**config.mk**
```make
export PLATFORM = sky130hd
export DESIGN_NAME = acr_ctrl
export DESIGN_NICKNAME = d
export VERILOG_FILES = /design/src/rtl/acr_pkg.sv /design/src/rtl/acr_ctrl.sv
export SDC_FILE = /design/constraint.sdc
export NUM_CORES = 1
export LEC_CHECK = 0
export BUFFER_PORTS_ARGS = -buffer_cell sky130_fd_sc_hd__clkbuf_2
export CAP_MARGIN = 0
export CORE_MARGIN = 2
export CORE_UTILIZATION = 35
export CTS_CLUSTER_SIZE = 12
export DETAILED_ROUTE_END_ITERATION = 8
export PLACE_DENSITY_LB_ADDON = 0.12
export SYNTH_ARGS = -nofsm -noshare
export SYNTH_HDL_FRONTEND = slang
export SYNTH_SLANG_ARGS = --single-unit
```
**constraint.sdc**
```tcl
create_clock -name CLK_I -period 3.69 [get_ports CLK_I]
set_input_delay 0.1845 -clock CLK_I [delete_from_list [all_inputs] [get_ports CLK_I]]
set_output_delay 0.1845 -clock CLK_I [all_outputs]
set_load 0.02 [all_outputs]
```
**src/rtl/acr_pkg.sv**
```systemverilog
`default_nettype none
package acr_pkg;
    // ---------------------------------------------------------------
    // register map
    // ---------------------------------------------------------------
    localparam logic [1:0] ADDR_SETUP = 2'h0; // conversion_setup, data lines 10..11 = 00
    localparam logic [1:0] ADDR_STATUS = 2'h1;
    localparam logic [1:0] ADDR_MASK = 2'h2;
    localparam logic [1:0] ADDR_RESULT = 2'h3;
    localparam int REG_W = 10;
    localparam int DATA_W = 12;
    localparam logic [9:0] SETUP_RST = 10'h020; // diff count low resets to 1
    // ---------------------------------------------------------------
    // conversion_setup field positions
    // ---------------------------------------------------------------
    localparam int B_VREF = 0;
    localparam int B_MODE = 1;
    localparam int B_POWER_DOWN = 2;
    localparam int B_CHSEL = 3;
    localparam int B_DIFF = 5;
    localparam int B_SCAN = 7;
    localparam int B_TEST = 8;
    // ---------------------------------------------------------------
    // test field encodings
    // ---------------------------------------------------------------
    localparam logic [1:0] TEST_NORMAL = 2'h0;
    localparam logic [1:0] TEST_REFP = 2'h1;
    localparam logic [1:0] TEST_MID = 2'h2;
    localparam logic [1:0] TEST_REFM = 2'h3;
    localparam logic [11:0] CODE_REFP = 12'hfff;
    localparam logic [11:0] CODE_MID = 12'h800;
    localparam logic [11:0] CODE_REFM = 12'h000;
    // ---------------------------------------------------------------
    // status bit positions
    // ---------------------------------------------------------------
    localparam int ST_RESULT = 0;
    localparam int ST_BLOCK = 1;
    localparam int ST_W = 2;
    // ---------------------------------------------------------------
    // types
    // ---------------------------------------------------------------
    typedef struct packed {
        logic [1:0] test_sel;
        logic scan;
        logic [1:0] diff_cnt;
        logic [1:0] chan_sel;
        logic power_down_bit;
        logic single_mode;
        logic ext_ref;
    } acr_setup_t;
    typedef enum logic [2:0] {
        ST_IDLE = 3'b001,
        ST_CONV = 3'b010,
        ST_DONE = 3'b100
    } acr_state_t;
endpackage : acr_pkg
`default_nettype wire

```
**src/rtl/acr_ctrl.sv**
```systemverilog
`default_nettype none
// Operation
// - bit0 picks internal or external reference
// - bit1 clear: result per sample-clock falling edge
// - bit1 set: pin is single-conversion start strobe
// - strobe fall holds all inputs, then sequence
// - block ready when results reach trigger level
// - bit2 set powers converter down
// - bus reads and writes work in power down
// - bits3-4 select input channel
// - bits5-6 count differential channels, reset 01
// - bit7 enables autoscan
// - bits8-9 convert fixed test voltage instead
// - test mode keeps block ready off
// - data 0-9 value, upper lines 00 address
// - test codes 00 normal,01 refp,10 mid,11 refm
module acr_ctrl #(
    parameter int TRIG_LEVEL = 4,
    parameter int CONV_CYCLES = 4
) (
    input wire logic CLK_I,
    input wire logic SRST_I,
    input wire logic [1:0] ADDR_I,
    input wire logic [9:0] WDATA_I,
    input wire logic WR_I,
    input wire logic RD_I,
    output logic [11:0] RDATA_O,
    input wire logic SAMPLE_CLOCK_INPUT_I,
    input wire logic [11:0] CONV_DATA_I,
    output logic EXT_REF_O,
    output logic POWER_DOWN_O,
    output logic HOLD_O,
    output logic [1:0] CHANNEL_O,
    output logic [1:0] TEST_SEL_O,
    output logic RESULT_VALID_O,
    output logic [11:0] RESULT_O,
    output logic BLOCK_READY_OUTPUT_O,
    output logic IRQ_O
);
    acr_pkg::acr_setup_t setup_r;
    acr_pkg::acr_state_t state_r;
    acr_pkg::acr_state_t state_nxt;
    logic sclk_d_r;
    logic fall;
    logic [7:0] cyc_r;
    logic [1:0] seq_r;
    logic [1:0] seq_last;
    logic [1:0] chan_now;
    logic [4:0] count_r;
    logic [11:0] last_r;
    logic [acr_pkg::ST_W-1:0] stat_r;
    logic [acr_pkg::ST_W-1:0] mask_r;
    logic conv_done;
    logic test_on;
    logic block_ev;

    // ---------------------------------------------------------------
    // helpers
    // ---------------------------------------------------------------
    // number of inputs in the scan sequence minus one
    function automatic logic [1:0] scan_len(input acr_pkg::acr_setup_t s);
        if (!s.scan)
            return 2'h0;
        if (s.diff_cnt == 2'h2)
            return 2'h1;
        if (s.diff_cnt == 2'h1)
            return (s.chan_sel == 2'h2) ? 2'h2 : 2'h1;
        return s.chan_sel;
    endfunction : scan_len

    // channel converted at step idx of the sequence
    function automatic logic [1:0] step_chan(input acr_pkg::acr_setup_t s,
                                             input logic [1:0] idx);
        if (!s.scan)
            return s.chan_sel;
        if (s.diff_cnt == 2'h2)
            return idx;
        if (s.diff_cnt == 2'h1)
            return (idx == scan_len(s)) ? 2'h1 : idx;
        return idx;
    endfunction : step_chan

    // result word: a fixed test code, or the converter's own output
    function automatic logic [11:0] result_code(input logic [1:0] sel,
                                                input logic [11:0] raw);
        case (sel)
            acr_pkg::TEST_REFP: return acr_pkg::CODE_REFP;
            acr_pkg::TEST_MID: return acr_pkg::CODE_MID;
            acr_pkg::TEST_REFM: return acr_pkg::CODE_REFM;
            default: return raw;
        endcase
    endfunction : result_code

    // decoded setup, scan position and strobe edge
    assign test_on = (setup_r.test_sel != acr_pkg::TEST_NORMAL);
    assign seq_last = scan_len(setup_r);
    assign chan_now = step_chan(setup_r, seq_r);
    assign fall = sclk_d_r & ~SAMPLE_CLOCK_INPUT_I;
    assign conv_done = (state_r == acr_pkg::ST_CONV) && (cyc_r == 8'(CONV_CYCLES - 1));
    assign block_ev = conv_done && !test_on && (count_r == 5'(TRIG_LEVEL - 1));

    // ---------------------------------------------------------------
    // register write port
    // ---------------------------------------------------------------
    // setup register, writable even when powered down
    always_ff @(posedge CLK_I)
    begin
        if (SRST_I)
            setup_r <= acr_pkg::SETUP_RST;
        else if (WR_I && ADDR_I == acr_pkg::ADDR_SETUP)
            setup_r <= WDATA_I;
    end

    // interrupt mask
    always_ff @(posedge CLK_I)
    begin
        if (SRST_I)
            mask_r <= '0;
        else if (WR_I && ADDR_I == acr_pkg::ADDR_MASK)
            mask_r <= WDATA_I[acr_pkg::ST_W-1:0];
    end

    // ---------------------------------------------------------------
    // sample-clock edge detect
    // ---------------------------------------------------------------
    // last pin level; reset low so no false fall follows reset
    always_ff @(posedge CLK_I)
    begin
        if (SRST_I)
            sclk_d_r <= 1'b0;
        else
            sclk_d_r <= SAMPLE_CLOCK_INPUT_I;
    end

    // ---------------------------------------------------------------
    // conversion sequencer
    // ---------------------------------------------------------------
    // both modes start only from idle; edges during a sequence are ignored
    always_comb
    begin
        state_nxt = state_r;
        case (state_r)
            acr_pkg::ST_IDLE:
                if (fall && !setup_r.power_down_bit)
                    state_nxt = acr_pkg::ST_CONV;
            acr_pkg::ST_CONV:
                if (conv_done && seq_r == seq_last)
                    state_nxt = acr_pkg::ST_DONE;
            acr_pkg::ST_DONE:
                state_nxt = acr_pkg::ST_IDLE;
            default:
                state_nxt = acr_pkg::ST_IDLE;
        endcase
        if (setup_r.power_down_bit)
            state_nxt = acr_pkg::ST_IDLE;
    end

    // sequencer state
    always_ff @(posedge CLK_I)
    begin
        if (SRST_I)
            state_r <= acr_pkg::ST_IDLE;
        else
            state_r <= state_nxt;
    end

    // cycle and step counters
    always_ff @(posedge CLK_I)
    begin
        if (SRST_I || state_r != acr_pkg::ST_CONV)
        begin
            cyc_r <= '0;
            seq_r <= '0;
        end
        else if (conv_done)
        begin
            cyc_r <= '0;
            seq_r <= seq_r + 2'h1;
        end
        else
            cyc_r <= cyc_r + 8'h1;
    end

    // sample stages held together from the strobe edge to sequence end
    always_ff @(posedge CLK_I)
    begin
        if (SRST_I)
            HOLD_O <= 1'b0;
        else
            HOLD_O <= (state_nxt == acr_pkg::ST_CONV);
    end

    // result capture, test voltages replace the inputs
    always_ff @(posedge CLK_I)
    begin
        if (SRST_I)
        begin
            RESULT_VALID_O <= 1'b0;
            RESULT_O <= '0;
            last_r <= '0;
        end
        else
        begin
            RESULT_VALID_O <= conv_done;
            if (conv_done)
            begin
                RESULT_O <= result_code(setup_r.test_sel, CONV_DATA_I);
                last_r <= result_code(setup_r.test_sel, CONV_DATA_I);
            end
        end
    end

    // results counted toward the trigger level
    always_ff @(posedge CLK_I)
    begin
        if (SRST_I || test_on)
            count_r <= '0;
        else if (conv_done)
            count_r <= (count_r == 5'(TRIG_LEVEL - 1)) ? 5'h0 : count_r + 5'h1;
    end

    // block ready: one-cycle pulse, never in test mode
    always_ff @(posedge CLK_I)
    begin
        if (SRST_I)
            BLOCK_READY_OUTPUT_O <= 1'b0;
        else
            BLOCK_READY_OUTPUT_O <= block_ev;
    end

    // ---------------------------------------------------------------
    // analog steering outputs
    // ---------------------------------------------------------------
    // steering levels follow the setup one cycle late
    always_ff @(posedge CLK_I)
    begin
        if (SRST_I)
        begin
            EXT_REF_O <= 1'b0;
            POWER_DOWN_O <= 1'b0;
            CHANNEL_O <= '0;
            TEST_SEL_O <= '0;
        end
        else
        begin
            EXT_REF_O <= setup_r.ext_ref;
            POWER_DOWN_O <= setup_r.power_down_bit;
            CHANNEL_O <= chan_now;
            TEST_SEL_O <= setup_r.test_sel;
        end
    end

    // ---------------------------------------------------------------
    // status, interrupt and read port
    // ---------------------------------------------------------------
    // sticky status; a new event wins over the read clear
    always_ff @(posedge CLK_I)
    begin
        if (SRST_I)
            stat_r <= '0;
        else
        begin
            if (RD_I && ADDR_I == acr_pkg::ADDR_STATUS)
                stat_r <= {block_ev, conv_done};
            else
                stat_r <= stat_r | {block_ev, conv_done};
        end
    end

    // level interrupt while an unmasked status bit is set
    always_ff @(posedge CLK_I)
    begin
        if (SRST_I)
            IRQ_O <= 1'b0;
        else
            IRQ_O <= |(stat_r & mask_r);
    end

    // read data one cycle after the strobe, zero elsewhere
    always_ff @(posedge CLK_I)
    begin
        if (SRST_I || !RD_I)
            RDATA_O <= '0;
        else
        begin
            case (ADDR_I)
                acr_pkg::ADDR_SETUP: RDATA_O <= {2'h0, setup_r};
                acr_pkg::ADDR_STATUS: RDATA_O <= {10'h0, stat_r};
                acr_pkg::ADDR_MASK: RDATA_O <= {10'h0, mask_r};
                default: RDATA_O <= last_r;
            endcase
        end
    end

    // ---------------------------------------------------------------
    // checks
    // ---------------------------------------------------------------
    a_test_blocks_ready: assert property (@(posedge CLK_I) disable iff (SRST_I)
        $past(test_on) |-> !BLOCK_READY_OUTPUT_O)
        else $error("block ready raised in test mode");
    a_powerdown_idle: assert property (@(posedge CLK_I) disable iff (SRST_I)
        setup_r.power_down_bit |=> state_r == acr_pkg::ST_IDLE)
        else $error("conversion ran while powered down");
    a_edge_starts: assert property (@(posedge CLK_I) disable iff (SRST_I)
        (state_r == acr_pkg::ST_IDLE && fall && !setup_r.power_down_bit)
        |=> state_r == acr_pkg::ST_CONV)
        else $error("falling edge did not start conversion");
    a_hold_on_edge: assert property (@(posedge CLK_I) disable iff (SRST_I)
        (state_r == acr_pkg::ST_IDLE && fall && !setup_r.power_down_bit)
        |=> HOLD_O)
        else $error("hold not taken on start edge");
    a_setup_write: assert property (@(posedge CLK_I) disable iff (SRST_I)
        (WR_I && ADDR_I == acr_pkg::ADDR_SETUP) |=> setup_r == $past(WDATA_I))
        else $error("setup write lost");
    a_powerdown_write: assert property (@(posedge CLK_I) disable iff (SRST_I)
        (WR_I && ADDR_I == acr_pkg::ADDR_MASK && setup_r.power_down_bit)
        |=> mask_r == $past(WDATA_I[1:0]))
        else $error("write refused in power down");
    a_ref_follows: assert property (@(posedge CLK_I) disable iff (SRST_I)
        ##1 EXT_REF_O == $past(setup_r.ext_ref))
        else $error("reference select wrong");
    a_test_code: assert property (@(posedge CLK_I) disable iff (SRST_I)
        (conv_done && setup_r.test_sel == acr_pkg::TEST_MID) |=> RESULT_O == acr_pkg::CODE_MID)
        else $error("midpoint code wrong");
    a_refp_code: assert property (@(posedge CLK_I) disable iff (SRST_I)
        (conv_done && setup_r.test_sel == acr_pkg::TEST_REFP)
        |=> RESULT_O == acr_pkg::CODE_REFP)
        else $error("positive reference code wrong");
    a_result_pulse: assert property (@(posedge CLK_I) disable iff (SRST_I)
        conv_done |=> RESULT_VALID_O)
        else $error("result pulse missing");
    a_status_sticky: assert property (@(posedge CLK_I) disable iff (SRST_I)
        (stat_r[acr_pkg::ST_BLOCK] && !(RD_I && ADDR_I == acr_pkg::ADDR_STATUS))
        |=> stat_r[acr_pkg::ST_BLOCK])
        else $error("block status lost before read");
    a_chan_single: assert property (@(posedge CLK_I) disable iff (SRST_I)
        !setup_r.scan |=> CHANNEL_O == $past(setup_r.chan_sel))
        else $error("channel select not applied");
    a_result_read: assert property (@(posedge CLK_I) disable iff (SRST_I)
        (RD_I && ADDR_I == acr_pkg::ADDR_RESULT) |=> RDATA_O == $past(last_r))
        else $error("result readback wrong");
endmodule : acr_ctrl
`default_nettype wire

```
Word-level counts from Yosys, hierarchy flattened --
Index checks and enable logic that the tools add are counted.
Storage, ports and cells: register bits 67, input bits 29
Cells by class: add/subtract/negate cells 3, equality and inequality tests 16, muxes and demuxes 46, bitwise operators 4, reductions and logical operators 18
Operators by type and width (count):
- 12-bit one-hot mux with 3 select lines | 2
- 2-bit 2-to-1 mux | 22
- 1-bit 2-to-1 mux | 17
- 2-bit == test (second input constant) | 5
- 3-bit 2-to-1 mux | 3
- 8-bit by 1-bit adder with 8-bit output (second input constant) | 1
- 8-bit by 2-bit == test with 1-bit output (second input constant) | 1
- 1-bit logical AND | 8
- 2-bit by 1-bit == test with 1-bit output (second input constant) | 3
- 3-bit by 2-bit == test with 1-bit output (second input constant) | 2
- 3-bit one-hot mux with 2 select lines | 1
- 5-bit by 1-bit adder with 5-bit output (second input constant) | 1
- 5-bit by 2-bit == test with 1-bit output (second input constant) | 1
- 5-bit 2-to-1 mux | 1
- 2-bit == test | 2
- 2-bit OR reduction | 2
- 3-bit by 1-bit == test with 1-bit output (second input constant) | 1
- 1-bit zero test | 3
- 1-bit logical OR | 3
- 3-bit by 2-bit inequality test with 1-bit output (second input constant) | 1
- 2-bit by 1-bit adder with 2-bit output (second input constant) | 1
- 2-bit AND | 1
- 2-bit zero test | 1
- 2-bit bitwise OR | 1
- other kinds (3) | 3

Longest topological paths before layout --
Gate-level depths: netlist of the first run.
word-level depth 26, gate-level depth with buffers 6

Worst setup path after synthesis of the first run --
No wires, ideal clock.
path kind reg2reg, start point reg cyc_r[0], end point reg last_r[0], setup time 151 ps, arrival 1414 ps, slack 2125 ps, cell stages (with the launch flop) 7, path buffers 2, period minus slack after synthesis 1565 ps, cell sequence dfxtp_1 > ha_1 > nor4b_4 > and3_4 > buf_6 > buf_6 > a311oi_2
Between the ends: longest elaborated chain between the ends 2
Ends and longest elaborated chain:
- from (decl) | RTL line acr_ctrl.sv:45 | logic [7:0] cyc_r;
- from (signal assigned) | RTL line acr_ctrl.sv:181 | cyc_r <= cyc_r + 8'h1;
- 8-bit by 2-bit == test with 1-bit output | RTL line acr_ctrl.sv:99 | assign conv_done = (state_r == acr_pkg::ST_CONV) && (cyc_r == 8'(CONV_CYCLES - 1));
- 1-bit logical AND | RTL line acr_ctrl.sv:99
- to (signal assigned) | RTL line acr_ctrl.sv:208 | last_r <= result_code(setup_r.test_sel, CONV_DATA_I);
- to (decl) | RTL line acr_ctrl.sv:50 | logic [11:0] last_r;
No other way between the ends. A chain may end at the register's enable or synchronous reset.

Final worst setup path of the first run --
start point reg cyc_r[0], end point reg last_r[6]
The elaborated chain is that of the path after synthesis.

==> results of run 1 <==
[final cells by class]
| type | count | area, µm² |
|---|---|---|
| Clock buffer | 10 | 138 |
| Clock inverter | 6 | 88.8 |
| Fill cell | 765 | 4310 |
| Inverter | 5 | 18.8 |
| Multi-Input combinational cell | 194 | 1280 |
| Sequential cell | 67 | 1340 |
| Tap cell | 102 | 128 |
| Timing Repair Buffer | 62 | 310 |
[flip-flops by register name (all words and copies together), names as in the netlist, 2 cells and up]
name and cells:
setup_r 10, last_r 12, cyc_r 8, stat_r 2, state_r 3, mask_r 2, CHANNEL_O 2, seq_r 2
RDATA_O 12, TEST_SEL_O 2, count_r 5
[logic make-up after synthesis]
logic type / count (synthesis) / synth area share (%)
AND/OR/NAND/NOR: 126 / 23.9
flip-flops: 67 / 49.6
AO/OA/AOI/OAI: 45 / 14.0
buffers and inverters: 17 / 3.24
XOR/XNOR: 11 / 3.56
multiplexers: 7 / 3.51
adder cells (fa/ha/maj): 5 / 2.31
[power by group]
group	internal (mW)	switching (mW)
clock	0.399	0.284
sequential	0.731	0.00667
combinational	0.0282	0.0453
[metrics by stage]
step	util [%]	instance area [µm²]
after floorplan	-	2710
after detailed placement	40.4	3080
after global placement	40.4	3080
after CTS	43.4	3300
after global routing	43.4	3300
final	43.4	3300
[worst max-delay path: cells and delay by family (launching register included)]
family,cells,cell delay [ps]
and+or+nand+nor,3,970
adders and majority gates,1,230
AOI/OAI and AO/OA,1,250
DFF,1,370
[synthesized netlist by cell type, drive strengths merged]
master / count / area [µm²]
mux2i: 5 / 50.1
o31ai: 1 / 7.51
o211ai: 1 / 7.51
a21o: 2 / 15.0
nand4bb: 1 / 11.3
and2: 4 / 25.0
dfxtp: 67 / 1340
nor4b: 2 / 38.8
nand2b: 4 / 25.0
mux4: 2 / 45.0
xor2: 6 / 52.6
nor4bb: 1 / 10.0
nor2: 42 / 158
nand4: 4 / 31.3
a31oi: 3 / 18.8
or3: 2 / 12.5
and3b: 1 / 8.76
and3: 5 / 36.3
a311oi: 11 / 165
and4: 2 / 18.8
xnor2: 5 / 43.8
nand2: 38 / 143
a211oi: 1 / 7.51
clkbuf: 7 / 26.3
inv: 5 / 18.8
ha: 5 / 62.6
a22oi: 9 / 67.6
nor2b: 8 / 50.1
a21oi: 13 / 68.8
nor3: 4 / 25.0
o21ai: 4 / 20.0
nand3b: 3 / 22.5
buf: 5 / 42.5
nor3b: 2 / 15.0
nand3: 3 / 15.0
[per-layer routing]
layer	wire length, µm	global-route usage (%)
met5	0	0
met2	2800	23.5
met4	95	7.84
met3	244	3.29
met1	3080	21.6
[final timing paths]
check | start | to | slack (ps) | cells past startpoint
setup reg to reg | cyc_r[0] | last_r[6] | 1760 | 5
hold / removal | WDATA_I[5] | setup_r[5] | 60 | 3
hold reg to reg | cyc_r[0] | cyc_r[0] | 460 | 1
setup / recovery | cyc_r[0] | last_r[6] | 1760 | 5
==> results.tsv, run 1 <==
metric	value	unit
outcome	finished clean	
setup_viol_count_final	0	
grt_max_degree	39	
drc	0	
placedCellCount	430	
cts.htree.levels	3	
grt_pass1_vias	2059	
die_w	91.9	µm
syn_area	0.00271	mm²
final_nets	373	
core	0.00761	mm²
drt_wl_total	6210	µm
fp-row-count	32	
cts_resized	0	
wire_per_inst	13.9	µm
cts_buffer_depth	2	
mostFrequentLayoutCell	dfxtp_1	
track_usage	15.7	%
final_cells	446	
power_density	452	mW/mm²
drv_cap	0	
layout-drive-gt1-share	28.5	%
tns	0	ps
path_class	reg2reg	
synth.distinct_cells	43	
numCtsBuffers	9	
via_per_inst	4.80	
syn_nets	312	
avgSynthCellArea	9.74	µm²
die-area	0.00845	mm²
globalRoute.totalOverflow	0	
layout_setup_ws	1760	ps
cts_tree	built	
gp_congestion	0.845	
final_cell_mix	67 x dfxtp_1, 62 x clkbuf_2, 42 x nor2_1, 38 x nand2_1, 12 x a21oi_1	
io_buffers	62	
dp_hpwl	4360	µm
maxSlewViolCount	0	
insertedDiodeCount	0	
power.leakage	1.32	nW
worstMarginPinSlew	929	ps
num_vias	2143	
grt_pass1_wl	10300	µm
period_share	52.4	%
seq_area_frac_synth	49.6	%
drt_iter0_drc	112	
drtPass1Iterations	4	
cp-end-kind	register	
syn_inst	278	
ant_nets	0	
start_kind	register	
crit_fanout	29	
peakVddDrop	0.000236	V
area_growth	22.0	%
clk_pin_slew_worst_paths	70	ps
critical-path-slowest-cell	and3_4	
hold_violations	0	
start_util	35.6	%
rsz0062_at_grt	no	
die_h	91.9	µm
ys_seq_elements	67	
required	3930	ps
pre_cts_slack	1770	ps
yosysWarnings	0	
period_needed	1930	ps
total_power	1.49	mW
worst_ep_arrival_time	2170	ps
clock.fmax	517	MHz
crit_path_cell_trace	ha_1, nor4b_4, and3_4, nor2_1, a311oi_2	
antenna_found_initial	0	
max_slew_margin	38.0	%
clock_skew	7.99	ps
postCtsHoldBufs	0	
hold_class	in2reg	
root_buffer	clkbuf_8	
clkLatencyLatePin	340	ps
fin_hold_ws	60.2	ps
ios	63	
post_cts_buffers	0	
cts.sinks	67	
cpPeakStageDelay	520	ps
Power figures use the tool's default switching activity.
==> run 2: changes to the inputs <==
==> constraint.sdc (replaced) <==
create_clock -name CLK_I -period 1.6 [get_ports CLK_I]
set_input_delay 0.08 -clock CLK_I [delete_from_list [all_inputs] [get_ports CLK_I]]
set_output_delay 0.08 -clock CLK_I [all_outputs]
set_load 0.02 [all_outputs]
==> results.tsv, run 2 (synthesized netlist as in run 1, its figures left out) <==
metric	value	unit	change
n_fill_cell	731		-4.4%
insertedDiodeCount	0		unchanged
peakVddDrop	0.000414	V	+75%
wire_per_inst	13.4	µm	-3.6%
worstMarginPinSlew	500	ps	-430 ps
fp-row-count	32		unchanged
gr-usage-met3	4.60	%	+1.3 points
placedCellCount	444		+3.3%
final_cell_mix	65 x dfxtp_1, 62 x clkbuf_2, 42 x nor2_1, 38 x nand2_1, 20 x buf_4		
drv_cap	0		unchanged
outcome	finished clean		
pwr-share-comb	5.9	%	+1.0 points
max_slew_margin	66.7	%	+29 points
setup_viol_count_final	0		unchanged
cts_tree	built		
numCtsBuffers	9		unchanged
core	0.00761	mm²	unchanged
layout-drive-gt1-share	33.1	%	+4.6 points
layout_setup_ws	57.1	ps	-1700 ps
reg_top3	RDATA_O (12), last_r (12), setup_r (10)		
required	1880	ps	-2050 ps
dp_hpwl	4590	µm	+5.3%
die_w	91.9	µm	unchanged
use_met2	26.0	%	+2.5 points
r2r_setup_slack	60	ps	-1700 ps
ant_nets	0		unchanged
clk_pin_slew_worst_paths	80	ps	about the same
cts.sinks	67		unchanged
hold_violations	0		unchanged
via_per_inst	4.72		-1.8%
drtPass1Iterations	4		unchanged
path_class	reg2reg		
rsz0062_at_grt	yes		
antenna_found_initial	0		unchanged
period_share	96.4	%	+44 points
ios	63		unchanged
die-area	0.00845	mm²	unchanged
root_buffer	clkbuf_8		
seq_power_share	48.1	%	-1.3 points
mostFrequentLayoutCell	dfxtp_1		
grt_pass1_wl	10600	µm	+3.6%
drc	0		unchanged
grt_max_degree	18		-54%
cp-end-kind	register		
intPower	2.75	mW	+140%
hold_class	in2reg		
clock.fmax	648	MHz	+25%
final_nets	410		+9.9%
io_buffers	62		unchanged
drt_iter0_drc	64		-43%
num_vias	2280		+6.4%
clkLatencyLatePin	350	ps	about the same
worst_ep_arrival_time	1830	ps	-340 ps
start_kind	register		
grt_pass1_vias	2192		+6.5%
placed_cell_area	0.00322	mm²	+4.6%
fin_hold_ws	15.6	ps	-44.6 ps
p_sw_share	22.3	%	-0.15 points
drt_wl_total	6490	µm	+4.4%
clock_skew	9.28	ps	+1.29 ps
start_util	35.6	%	unchanged
grt.busiest_layer	met2		
gp_congestion	0.814		-3.6%
tns	0	ps	unchanged
period_needed	1540	ps	-392 ps
crit_fanout	4		-86%
globalRoute.totalOverflow	0		unchanged
cts_buffer_depth	2		unchanged
die_h	91.9	µm	unchanged
track_usage	16.4	%	+0.61 points
final_cells	483		+8.3%
maxSlewViolCount	0		unchanged
pre_cts_slack	-5.63	ps	-1770 ps
met1_usage	20.6	%	-0.99 points
final_area	0.00370	mm²	+12%
power_frac_clock	46.0	%	+0.3 points
power_density	955	mW/mm²	+110%
cts.htree.levels	3		unchanged
switchingPower	0.790	mW	+140%
power.leakage	1.52	nW	+15%
area_growth	36.8	%	
==> run 2: cell count changes in the layout (fill, tap and decap cells not counted), moves of 2 or more <==
cell | before | now
buf_4 | 0 | 20
dlygate4sd3_1 | 0 | 14
buf_12 | 0 | 3
dfxtp_1 | 67 | 65
dfxtp_2 | 0 | 2
==> run 2: path summary, 6_finish.rpt <==
check	endpoint	depth (start not counted)	startpoint
setup / recovery	count_r[2]	6	cyc_r[1]
hold / removal	last_r[5]	3	CONV_DATA_I[5]
setup reg to reg	count_r[2]	6	cyc_r[1]
hold reg to reg	setup_r[1]	2	setup_r[1]
==> run 2: routing by layer <==
layer | share of wire, % | routed length [µm]
met1 | 46 | 2990
met5 | 0 | 0
met2 | 48 | 3110
met3 | 4.2 | 274
met4 | 1.6 | 106
==> run 2: critical path, stage by stage (launching register included) <==
cell     delay, ps
dfxtp_2        360
ha_4           140
nor4b_4        210
buf_4          180
nand4_4        100
or3_4          400
a21oi_2        110
==> run 2: per-stage QoR <==
| step | util [%] | power, mW |
|---|---|---|
| after floorplan | - | 1.84 |
| after global placement | 42.3 | 1.92 |
| after detailed placement | 42.3 | 1.92 |
| after CTS | 47.1 | 3.58 |
| after global routing | 48.7 | 3.69 |
| final | 48.7 | 3.54 |
==> run 2: what timing repair did <==
action	in CTS	in global routing
pin swaps	0	4
endpoints found under the setup margin	1	24
setup buffers	0	9
hold buffers	13	1
endpoints found under the hold margin	15	1
resized for setup	2	6
==> run 2: power groups by stage <==
stage	clock (mW)	sequential, mW	combinational, mW
after global placement	0	1.74	0.182
after global routing	1.75	1.70	0.231
final	1.63	1.70	0.210
after floorplan	0	1.74	0.0942
after detailed placement	0	1.74	0.184
after CTS	1.67	1.70	0.208
==> run 2: layout make-up <==
cell class                 instances  area (µm²)  share of cell area (%)
sequential                        67        1340                    36.3
multi-input combinational        194        1320                    35.6
timing repair buffer              99         661                    17.8
clock buffer                      11         151                    4.09
tap                              102         128                    3.45
clock inverter                     5        83.8                    2.26
inverter                           5        18.8                   0.507
